`config.mk`:
```
export PLATFORM = sky130hd
export DESIGN_NAME = iommu_domain_access_check
export DESIGN_NICKNAME = d
export VERILOG_FILES = /design/src/iommu_dac_pkg.sv /design/src/dac_check_if.sv /design/src/dac_perm_lookup.sv /design/src/iommu_domain_access_check.sv
export SDC_FILE = /design/constraint.sdc
export NUM_CORES = 1
export LEC_CHECK = 0
export ABC_AREA = 1
export BUFFER_PORTS_ARGS = -buffer_cell sky130_fd_sc_hd__buf_2
export CAP_MARGIN = 20
export CORE_MARGIN = 2
export CORE_UTILIZATION = 45
export CTS_CLUSTER_DIAMETER = 120
export CTS_CLUSTER_SIZE = 8
export DETAILED_ROUTE_END_ITERATION = 16
export PLACE_DENSITY_LB_ADDON = 0.2
export SYNTH_ARGS = -nofsm -noshare
export SYNTH_HDL_FRONTEND = slang
export SYNTH_SLANG_ARGS = --single-unit
```
`constraint.sdc`:
```
create_clock -name i_clk_sys -period 3.1 [get_ports i_clk_sys]
set_input_delay 0.31 -clock i_clk_sys [delete_from_list [all_inputs] [get_ports i_clk_sys]]
set_output_delay 0.31 -clock i_clk_sys [all_outputs]
set_load 0.005 [all_outputs]
```
`src/iommu_dac_pkg.sv`:
```
package iommu_dac_pkg;

  // ==========================================================================
  // bus and register map
  localparam int DATA_W = 32;
  localparam int REG_ADDR_W = 12;
  localparam logic [REG_ADDR_W-1:0] OFF_CTRL1 = 12'h0b4;
  localparam logic [REG_ADDR_W-1:0] OFF_REFUSE_CNT = 12'h0c0;
  localparam logic [REG_ADDR_W-1:0] OFF_REFUSE_STAT = 12'h0c4;

  // ==========================================================================
  // permission control word
  localparam logic [DATA_W-1:0] CTRL_RESET = 32'h0000_0000;
  // bits 15:14 and 31:25 hold nothing here and read as zero
  localparam logic [DATA_W-1:0] CTRL_RW_MASK = 32'h01ff_3fff;
  localparam logic [2:0] DOM2 = 3'h2;
  localparam logic [2:0] DOM3 = 3'h3;
  localparam logic [4:0] DOM2_BASE = 5'h00;
  localparam logic [4:0] DOM3_BASE = 5'h10;
  // masters below this index are checked in domain 2
  localparam logic [2:0] DOM2_LIVE_MASTERS = 3'h6;
  // last {master, write} slot checked in domain 3 (master 4 read)
  localparam logic [3:0] DOM3_LAST_SLOT = 4'h8;

  // ==========================================================================
  // refusal status word
  localparam int STAT_RD_BIT = 0;
  localparam int STAT_WR_BIT = 1;
  localparam int STAT_MST_LSB = 4;
  localparam int STAT_DOM_LSB = 8;

endpackage

```
`src/dac_check_if.sv`:
```
`timescale 1ns/1ps
interface dac_check_if;
  logic [iommu_dac_pkg::DATA_W-1:0] ctrl;
  logic [2:0] domain;
  logic [2:0] master;
  logic write;
  logic checked;
  logic block;
  modport lookup (input ctrl, input domain, input master, input write,
                  output checked, output block);
  modport owner (output ctrl, output domain, output master, output write,
                 input checked, input block);
endinterface

```
`src/dac_perm_lookup.sv`:
```
`timescale 1ns/1ps
module dac_perm_lookup (
  dac_check_if.lookup chk
);

  logic [3:0] slot;
  logic [4:0] idx;
  logic in_d2;
  logic in_d3;

  // ==========================================================================
  // bit select: two bits per master, read at even, write at odd position
  always_comb begin
    slot = {chk.master, chk.write};
    in_d2 = (chk.domain == iommu_dac_pkg::DOM2) &&
            (chk.master < iommu_dac_pkg::DOM2_LIVE_MASTERS);
    in_d3 = (chk.domain == iommu_dac_pkg::DOM3) &&
            (slot <= iommu_dac_pkg::DOM3_LAST_SLOT);
    if (in_d3) begin
      idx = iommu_dac_pkg::DOM3_BASE + {1'b0, slot};
    end else begin
      idx = iommu_dac_pkg::DOM2_BASE + {1'b0, slot};
    end
    chk.checked = in_d2 | in_d3;
    // a set bit refuses, a clear bit lets the access through
    chk.block = chk.checked & chk.ctrl[idx];
  end

endmodule

```
`src/iommu_domain_access_check.sv`:
```
`timescale 1ns/1ps
// ============================================================================
// Contract
// - domain 3 master 4 reads refused while bit 24 set, reset zero.
// - domain 3 master 3 writes refused while bit 23 set.
// - domain 3 master 3 reads refused while bit 22 set.
// - domain 3 master 2 writes refused while bit 21 set.
// - domain 3 master 2 reads refused while bit 20 set.
// - domain 3 master 1 writes refused while bit 19 set.
// - domain 3 master 1 reads refused while bit 18 set.
// - domain 3 master 0 writes follow bit 17, reads bit 16.
// - domain 2 master 6 bits 13 and 12 store only, never refuse.
// - domain 2 master 5 writes follow bit 11, reads bit 10.
// - domain 2 master 4 writes follow bit 9, reads bit 8.
// - domain 2 master 3 writes follow bit 7, reads bit 6.
// - domain 2 master 2 writes follow bit 5, reads bit 4.
// - domain 2 master 1 writes follow bit 3, reads bit 2.
// - domain 2 master 0 writes refused while bit 1 set.
// - all permission bits reset to zero, everything allowed.
// - domain 2 master 0 reads refused while bit 0 set, reset zero.
module iommu_domain_access_check #(
  parameter int ADDR_W = 32,
  parameter int CNT_W = 16
) (
  input wire logic i_clk_sys,
  input wire logic i_rst,
  input wire logic i_psel,
  input wire logic i_penable,
  input wire logic i_pwrite,
  input wire logic [iommu_dac_pkg::REG_ADDR_W-1:0] i_paddr,
  input wire logic [iommu_dac_pkg::DATA_W-1:0] i_pwdata,
  input wire logic [3:0] i_pstrb,
  output logic [iommu_dac_pkg::DATA_W-1:0] o_prdata,
  output logic o_pready,
  output logic o_pslverr,
  input wire logic i_req_valid,
  output logic o_req_ready,
  input wire logic [2:0] i_req_domain,
  input wire logic [2:0] i_req_master,
  input wire logic i_req_write,
  input wire logic [ADDR_W-1:0] i_req_addr,
  output logic o_rsp_valid,
  input wire logic i_rsp_ready,
  output logic o_rsp_allow,
  output logic [2:0] o_rsp_domain,
  output logic [2:0] o_rsp_master,
  output logic o_rsp_write,
  output logic [ADDR_W-1:0] o_rsp_addr
);

  // ==========================================================================
  // state
  typedef struct packed {
    logic [iommu_dac_pkg::DATA_W-1:0] ctrl;
    logic [CNT_W-1:0] refuse_cnt;
    logic rd_refused;
    logic wr_refused;
    logic [2:0] last_dom;
    logic [2:0] last_mst;
    logic rsp_valid;
    logic rsp_allow;
    logic [2:0] rsp_dom;
    logic [2:0] rsp_mst;
    logic rsp_wr;
    logic [ADDR_W-1:0] rsp_addr;
    logic [iommu_dac_pkg::DATA_W-1:0] prdata;
    logic pslverr;
  } state_t;

  state_t q;
  state_t d;

  dac_check_if chk();

  logic take;
  logic apb_setup;
  logic apb_wr;
  logic sel_ctrl;
  logic sel_cnt;
  logic sel_stat;
  logic [iommu_dac_pkg::DATA_W-1:0] lane_mask;
  logic [iommu_dac_pkg::DATA_W-1:0] stat_word;
  logic [iommu_dac_pkg::DATA_W-1:0] rd_word;

  // ==========================================================================
  // permission lookup
  assign chk.ctrl = q.ctrl;
  assign chk.domain = i_req_domain;
  assign chk.master = i_req_master;
  assign chk.write = i_req_write;

  dac_perm_lookup u_lookup (
    .chk(chk)
  );

  // ==========================================================================
  // request path: one register stage, stalls only on the downstream side
  assign o_req_ready = ~q.rsp_valid | i_rsp_ready;
  assign take = i_req_valid & o_req_ready;

  // ==========================================================================
  // apb decode; zero wait states, read data captured in the setup cycle
  assign apb_setup = i_psel & ~i_penable;
  assign apb_wr = i_psel & i_penable & i_pwrite;
  assign sel_ctrl = (i_paddr == iommu_dac_pkg::OFF_CTRL1);
  assign sel_cnt = (i_paddr == iommu_dac_pkg::OFF_REFUSE_CNT);
  assign sel_stat = (i_paddr == iommu_dac_pkg::OFF_REFUSE_STAT);
  assign lane_mask = {{8{i_pstrb[3]}}, {8{i_pstrb[2]}}, {8{i_pstrb[1]}}, {8{i_pstrb[0]}}};

  always_comb begin
    stat_word = '0;
    stat_word[iommu_dac_pkg::STAT_RD_BIT] = q.rd_refused;
    stat_word[iommu_dac_pkg::STAT_WR_BIT] = q.wr_refused;
    stat_word[iommu_dac_pkg::STAT_MST_LSB +: 3] = q.last_mst;
    stat_word[iommu_dac_pkg::STAT_DOM_LSB +: 3] = q.last_dom;
    rd_word = '0;
    if (sel_ctrl) begin
      rd_word = q.ctrl & iommu_dac_pkg::CTRL_RW_MASK;
    end else if (sel_cnt) begin
      rd_word[CNT_W-1:0] = q.refuse_cnt;
    end else if (sel_stat) begin
      rd_word = stat_word;
    end
  end

  // ==========================================================================
  // next state
  always_comb begin
    d = q;

    if (apb_setup) begin
      d.prdata = rd_word;
      d.pslverr = ~(sel_ctrl | sel_cnt | sel_stat);
    end

    // unused bits never store, so they cannot leak back on a read
    if (apb_wr && sel_ctrl) begin
      d.ctrl = ((q.ctrl & ~lane_mask) | (i_pwdata & lane_mask)) &
               iommu_dac_pkg::CTRL_RW_MASK;
    end

    // software clears first so that a refusal in the same cycle survives
    if (apb_wr && sel_cnt && i_pstrb[0]) begin
      d.refuse_cnt = '0;
    end
    if (apb_wr && sel_stat && i_pstrb[0]) begin
      if (i_pwdata[iommu_dac_pkg::STAT_RD_BIT]) begin
        d.rd_refused = 1'b0;
      end
      if (i_pwdata[iommu_dac_pkg::STAT_WR_BIT]) begin
        d.wr_refused = 1'b0;
      end
    end

    if (take) begin
      d.rsp_valid = 1'b1;
      d.rsp_allow = ~chk.block;
      d.rsp_dom = i_req_domain;
      d.rsp_mst = i_req_master;
      d.rsp_wr = i_req_write;
      d.rsp_addr = i_req_addr;
      if (chk.block) begin
        // the counter saturates rather than wrapping to a false zero
        if (d.refuse_cnt != {CNT_W{1'b1}}) begin
          d.refuse_cnt = d.refuse_cnt + 1'b1;
        end
        if (i_req_write) begin
          d.wr_refused = 1'b1;
        end else begin
          d.rd_refused = 1'b1;
        end
        d.last_dom = i_req_domain;
        d.last_mst = i_req_master;
      end
    end else if (i_rsp_ready) begin
      d.rsp_valid = 1'b0;
    end
  end

  always_ff @(posedge i_clk_sys) begin
    if (i_rst) begin
      q <= '0;
      q.ctrl <= iommu_dac_pkg::CTRL_RESET;
    end else begin
      q <= d;
    end
  end

  // ==========================================================================
  // outputs
  assign o_prdata = q.prdata;
  assign o_pready = 1'b1;
  assign o_pslverr = q.pslverr;
  assign o_rsp_valid = q.rsp_valid;
  assign o_rsp_allow = q.rsp_allow;
  assign o_rsp_domain = q.rsp_dom;
  assign o_rsp_master = q.rsp_mst;
  assign o_rsp_write = q.rsp_wr;
  assign o_rsp_addr = q.rsp_addr;
endmodule

```
==> flow_summary.yaml, run 1 <==
cts:
  cts-hold-fix-buffers: 0
  h-tree-depth: 4
  clk_latency_ps: 400
  clockBufferDepth: 2
  cts_buffers: 17
  cts_tree: "built"
  cts_resized: 0
  cts-root-buf: "clkbuf_16"
  post_cts_buffers: 0
  clk_pin_slew_ps: 50
  cts_sinks: 114
cells_and_area:
  layout.nets: 944
  antenna_cells: 0
  area_growth_pct: 16.72
  layout-drive-gt1-share_pct: 23.99
sta:
  relSlewSlack_pct: 56.01
  tightest_slew_ps: 657.4
  slew_violations: 0
  finalSetupViolCount: 0
  rsz0062_at_grt: "no"
  hold_violations: 0
  min_period_ps: 1956
  fmax_ghz: 0.5113
  finClkSkew_ps: 5.830
  post-route-period-util_pct: 63.09
  setup_tns_ps: 0
synthesis:
  synth_compound_area_share_pct: 14.60
  syn-cell-area_um2: 5553
  yosys.area.top_type: "dfxtp_1"
  avgSynthCellArea_um2: 7.165
  synthMuxAreaShare_pct: 0
  synth_top_family_by_area: "simple AND/OR/NAND/NOR gates"
  synth_area_leaders: "dfxtp_1, buf_4, nor2_1"
  synth_xor_xnor_area_share_pct: 0
  synthSimpleGateAreaFrac_pct: 25.75
  yosysTopAreaCellShare_pct: 41.10
  syn-instance-count: 775
  ys_seq_elements: 114
  ys_seq_area_share_pct: 41.10
  yosys_warnings: 0
  synth_adder_area_share_pct: 0
  synth_cell_types: 32
flow_run:
  maxCapViolations: 0
global_route:
  grt_max_degree: 54
  grt_pass1_wl_mm: 22.47
  top_usage_layer: "met2"
  grt_use_met1_pct: 26.28
  grt_use_total_pct: 21.45
  grt_pass1_vias: 4776
  grt_use_met2_pct: 36.47
  globalRouteMet3Util_pct: 5.113
  antenna_found_initial: 0
  grt_overflow: 0
placement:
  place.gp.congestion: 0.9034
  io_buffers: 152
  hpwl_mm: 9.953
critical_path:
  cpMaxStageDelayCell: "nor2_1"
  crit_buf_inv: 5
  critPathLaunchType: "input pin"
  cp_max_fo: 16
  crit_path_frequent_cell: "inv_1"
  critPathTopFamily: "simple AND/OR/NAND/NOR gates"
  cp.required_ps: 3400
  max_stage_delay_ps: 590
  worstSetupPathType: "input pin to register"
  crit_path_end_kind: "register"
  critPathArrivalTime_ps: 2250
  cp_cell_sequence: "buf_2 > inv_1 > nand4_1 > inv_1 > nand2_1 > inv_1 > nor2_1 > o21ai_0 > o211ai_1 > inv_1"
route:
  wl_mm: 13.94
  ant_nets: 0
  post_drt_wl_per_cell_um: 13.80
  vias: 5063
  firstDrtPassIters: 5
  drt_iter0_drc: 335
  via_per_inst: 5.013
  drc_errors: 0
power_and_ir_drop:
  p_leak_uw: 0.003043
  irDropWorstVdd_mv: 0.3113
  power_density_nw_per_um2: 604.3
  power_uw: 3917
floorplan:
  io_pins: 170
  die-height_um: 115.1
  start_util_pct: 46.23
  die-area_um2: 13240
  coreArea_um2: 12010
  num_rows: 40
  die_x_um: 115.1
run_status:
  status: "finished, final reports clean"
hold_path:
  min_path_type: "input pin to register"
logic make-up after synthesis:
family,Yosys count
AND/OR/NAND/NOR,330
other,2
buffers and inverters,191
flip-flops,114
AO/OA/AOI/OAI,138
tightest hold or removal path: stages:
cell	delay, ps
buf_2	70
o21ai_0	70
nor2_1	80
cells in the final DEF (no fill, tap or decap), drive strengths merged:
cell type / instances
nor4: 1
o21ai: 65
o2111ai: 3
inv: 81
nand2: 106
buf: 159
nand3: 66
dfxtp: 114
nor2: 148
a41oi: 1
conb: 8
clkbuf: 22
or2: 2
clkinvlp: 1
clkinv: 6
o211ai: 7
a21oi: 24
a211oi: 32
bufinv: 4
nor3: 4
nand4: 3
a31oi: 6
routing by layer:
metal	vias to the layer above	wire [um]
met4	0	241
met5	-	0
met3	18	788
li1	2572	-
met1	2327	6062
met2	146	6842
cell type report:
cell class | count | area, um^2
clock inverters | 10 | 156.4
multi-input cells | 476 | 2273
inverters | 82 | 307.8
clock buffers | 22 | 464.2
repair buffers | 159 | 813.3
well taps | 147 | 183.9
fillers | 1181 | 5530
flip-flops and latches | 114 | 2282
where the power goes:
group	total [uW]	switching (uW)	internal [uW]
clock	2040	658	1380
combinational	319	185	134
sequential	1560	28.6	1530
final timing paths:
check                     start            end  slack, ps  cells past startpoint
setup / recovery     i_paddr[0]    o_prdata[5]       1140                     10
hold / removal    i_req_addr[6]  o_rsp_addr[6]        160                      3
setup reg to reg    o_rsp_valid          q[97]       1300                      8
hold reg to reg           q[79]          q[79]        440                      2
metrics by stage:
step	instance area [um^2]	utilization [%]	cells	hold slack, ps	setup slack, ps
after floorplan	5575	-	781	417.1	1497
after global placement	5861	48.79	978	432.5	782.6
after detailed placement	5861	48.79	978	435.7	693.2
after CTS	6481	53.96	1010	154.1	1119
after global routing	6481	53.96	1010	154.7	797.2
final	6481	53.96	1010	163.5	1144
Yosys cell counts, drive strengths merged:
cell type / number
nand4: 3
a41oi: 1
a21oi: 24
inv: 82
a31oi: 6
o2111ai: 3
o211ai: 7
nor4: 1
nand2: 106
clkbuf: 24
dfxtp: 114
nor2: 148
o21ai: 65
nand3: 66
a211oi: 32
buf: 85
or2: 2
nor3: 4
conb: 2
Power figures use the tool's default switching activity.
==> inputs of run 2 (changes only) <==
==> constraint.sdc (replaced) <==
create_clock -name i_clk_sys -period 1.8 [get_ports i_clk_sys]
set_input_delay 0.18 -clock i_clk_sys [delete_from_list [all_inputs] [get_ports i_clk_sys]]
set_output_delay 0.18 -clock i_clk_sys [all_outputs]
set_load 0.005 [all_outputs]
==> run 2 against run 1 <==
Net effect: via count grew 2.7%; sequential cell count is the same; largest cell class is now multi-input gates; final cell count grew 4.0%; sequential share of layout area shrank 2.1 points.
==> flow_summary.yaml, run 2 (synthesis gave the netlist of run 1 again) <==
cts:
  clk_pin_slew_ps: 50
  clockBufferDepth: 2
  cts-root-buf: "clkbuf_16"
  h-tree-depth: 4
  cts_buffers: 17
  clk_latency_ps: 410
  cts_tree: "built"
  cts_sinks: 114
hold_path:
  min_path_type: "input pin to register"
  hold_depth: 3
  min_to: "o_rsp_addr[25]"
  holdCritStartpoint: "i_req_addr[25]"
global_route:
  grt_max_degree: 49
  grt_overflow: 0
  grt_pass1_vias: 4795
  grt_use_total_pct: 21.69
  antenna_found_initial: 0
  grt_pass1_wl_mm: 22.63
sta:
  post-route-period-util_pct: 94.17
  hold_violations: 0
  min_period_ps: 1695
  fmax_ghz: 0.5900
  finalSetupViolCount: 0
  rsz0062_at_grt: "yes"
  worst_slack_ps: 105.0
  slew_violations: 0
  holdWs_ps: 25.11
  finClkSkew_ps: 6.146
route:
  post_drt_wl_per_cell_um: 13.85
  firstDrtPassIters: 5
  ant_nets: 0
  drt_iter0_drc: 317
  drc_errors: 0
  wl_mm: 14.54
  vias: 5202
  via_per_inst: 4.954
critical_path:
  critPathLaunchType: "register"
  cpMaxStageDelayCell: "dfxtp_1"
  crit_path_frequent_cell: "nand2_1"
  cp_cell_sequence: "inv_1 > nand2_1 > nand3_2 > nand2_1 > a21oi_1 > nand2_2 > nand3_4 > nor2_8 > buf_12 > buf_6 > nand3_2 > nand2_1 > a21oi_1"
  critPathTopFamily: "simple AND/OR/NAND/NOR gates"
  regToRegSetupSlack_ps: 100
  cp_max_fo: 6
  worstSetupPathType: "register to register"
  reg2reg_depth: 13
  critPathArrivalTime_ps: 2030
  r2r-end: "q[83]"
  crit_buf_inv: 3
  cp.required_ps: 2130
  crit_path_end_kind: "register"
  max_stage_delay_ps: 310
power_and_ir_drop:
  comb_power_share_pct: 8.5
  switching_power_uw: 1517
  p_leak_uw: 0.003263
  power_density_nw_per_um2: 1001
  pwr-share-seq_pct: 38.8
  p_int_uw: 5402
  switching_share_pct: 21.92
  irDropWorstVdd_mv: 0.6222
  clkPwrFrac_pct: 52.7
placement:
  hpwl_mm: 10.45
  preCtsSetupSlack_ps: -59.27
  postPlaceCellArea_um2: 6131
  place.gp.congestion: 0.8915
  io_buffers: 152
cells_and_area:
  final_util_pct: 57.55
  antenna_cells: 0
  area_growth_pct: 24.49
  layout.nets: 985
  layout_commonest_cell: "buf_2"
  layout_common_cells: "buf_2, nor2_1, dfxtp_1"
  fin_area_um2: 6913
  layout-drive-gt1-share_pct: 30.56
  fillers: 1142
floorplan:
  num_rows: 40
  die-area_um2: 13240
  die-height_um: 115.1
  coreArea_um2: 12010
  io_pins: 170
  die_x_um: 115.1
  start_util_pct: 46.23
run_status:
  status: "finished, final reports clean"
flow_run:
  maxCapViolations: 0
[run 2: worst max-delay path by stage]
stage	endpoint	start	cells after the start
floorplan	q[85]	i_paddr[11]	12
global placement	q[90]	i_paddr[3]	12
detailed placement	q[93]	i_paddr[3]	12
CTS	q[83]	register	14
global route	q[88]	register	16
finish	q[83]	register	13
[run 2: worst reg2reg max path, stage by stage (launching register included)]
cell     delay (ps)
dfxtp_1         310
inv_1            90
nand2_1          70
nand3_2          90
nand2_1          60
a21oi_1         170
nand2_2          90
nand3_4          90
nor2_8           60
buf_12          140
buf_6           130
nand3_2         100
nand2_1          70
a21oi_1         150
[run 2: power groups by stage]
stage                     logic (uW)  clock network [uW]  registers (uW)
after CTS                        579                3690            2680
after global placement           560                   0            2730
after floorplan                  424                   0            2720
final                            591                3650            2680
after detailed placement         574                   0            2730
after global routing             662                3810            2690
[run 2: repair_timing]
item,4_1_cts,5_1_grt
hold endpoints to repair,0,0
hold buffers,0,0
setup buffers,0,5
resized for setup,0,35
endpoints found under the setup margin,0,17
[run 2: cell type report]
type | count | area [um^2] | area share [%]
multi-input cells | 476 | 2344 | 33.90
flip-flops and latches | 114 | 2288 | 33.10
repair buffers | 200 | 1145 | 16.56
clock buffers | 21 | 460.4 | 6.661
inverters | 82 | 310.3 | 4.489
well taps | 147 | 183.9 | 2.661
clock inverters | 10 | 181.4 | 2.624
[run 2: layer usage]
metal  vias to the layer above  routed length (um)  GRT usage [%]
met5                         -                   0              0
met4                         0                 294          8.032
met3                        24                 723          4.955
met2                       149                6960          37.02
met1                      2375                6565          26.78
li1                       2654                   -              -
[run 2: metrics by stage]
step,TNS [ps],total power [uW],cells
floorplan,0,3148,781
global placement,-75.33,3288,1014
detailed placement,-228.1,3308,1014
CTS,0,6949,1045
global route,-28.33,7164,1050
finish,0,6919,1050
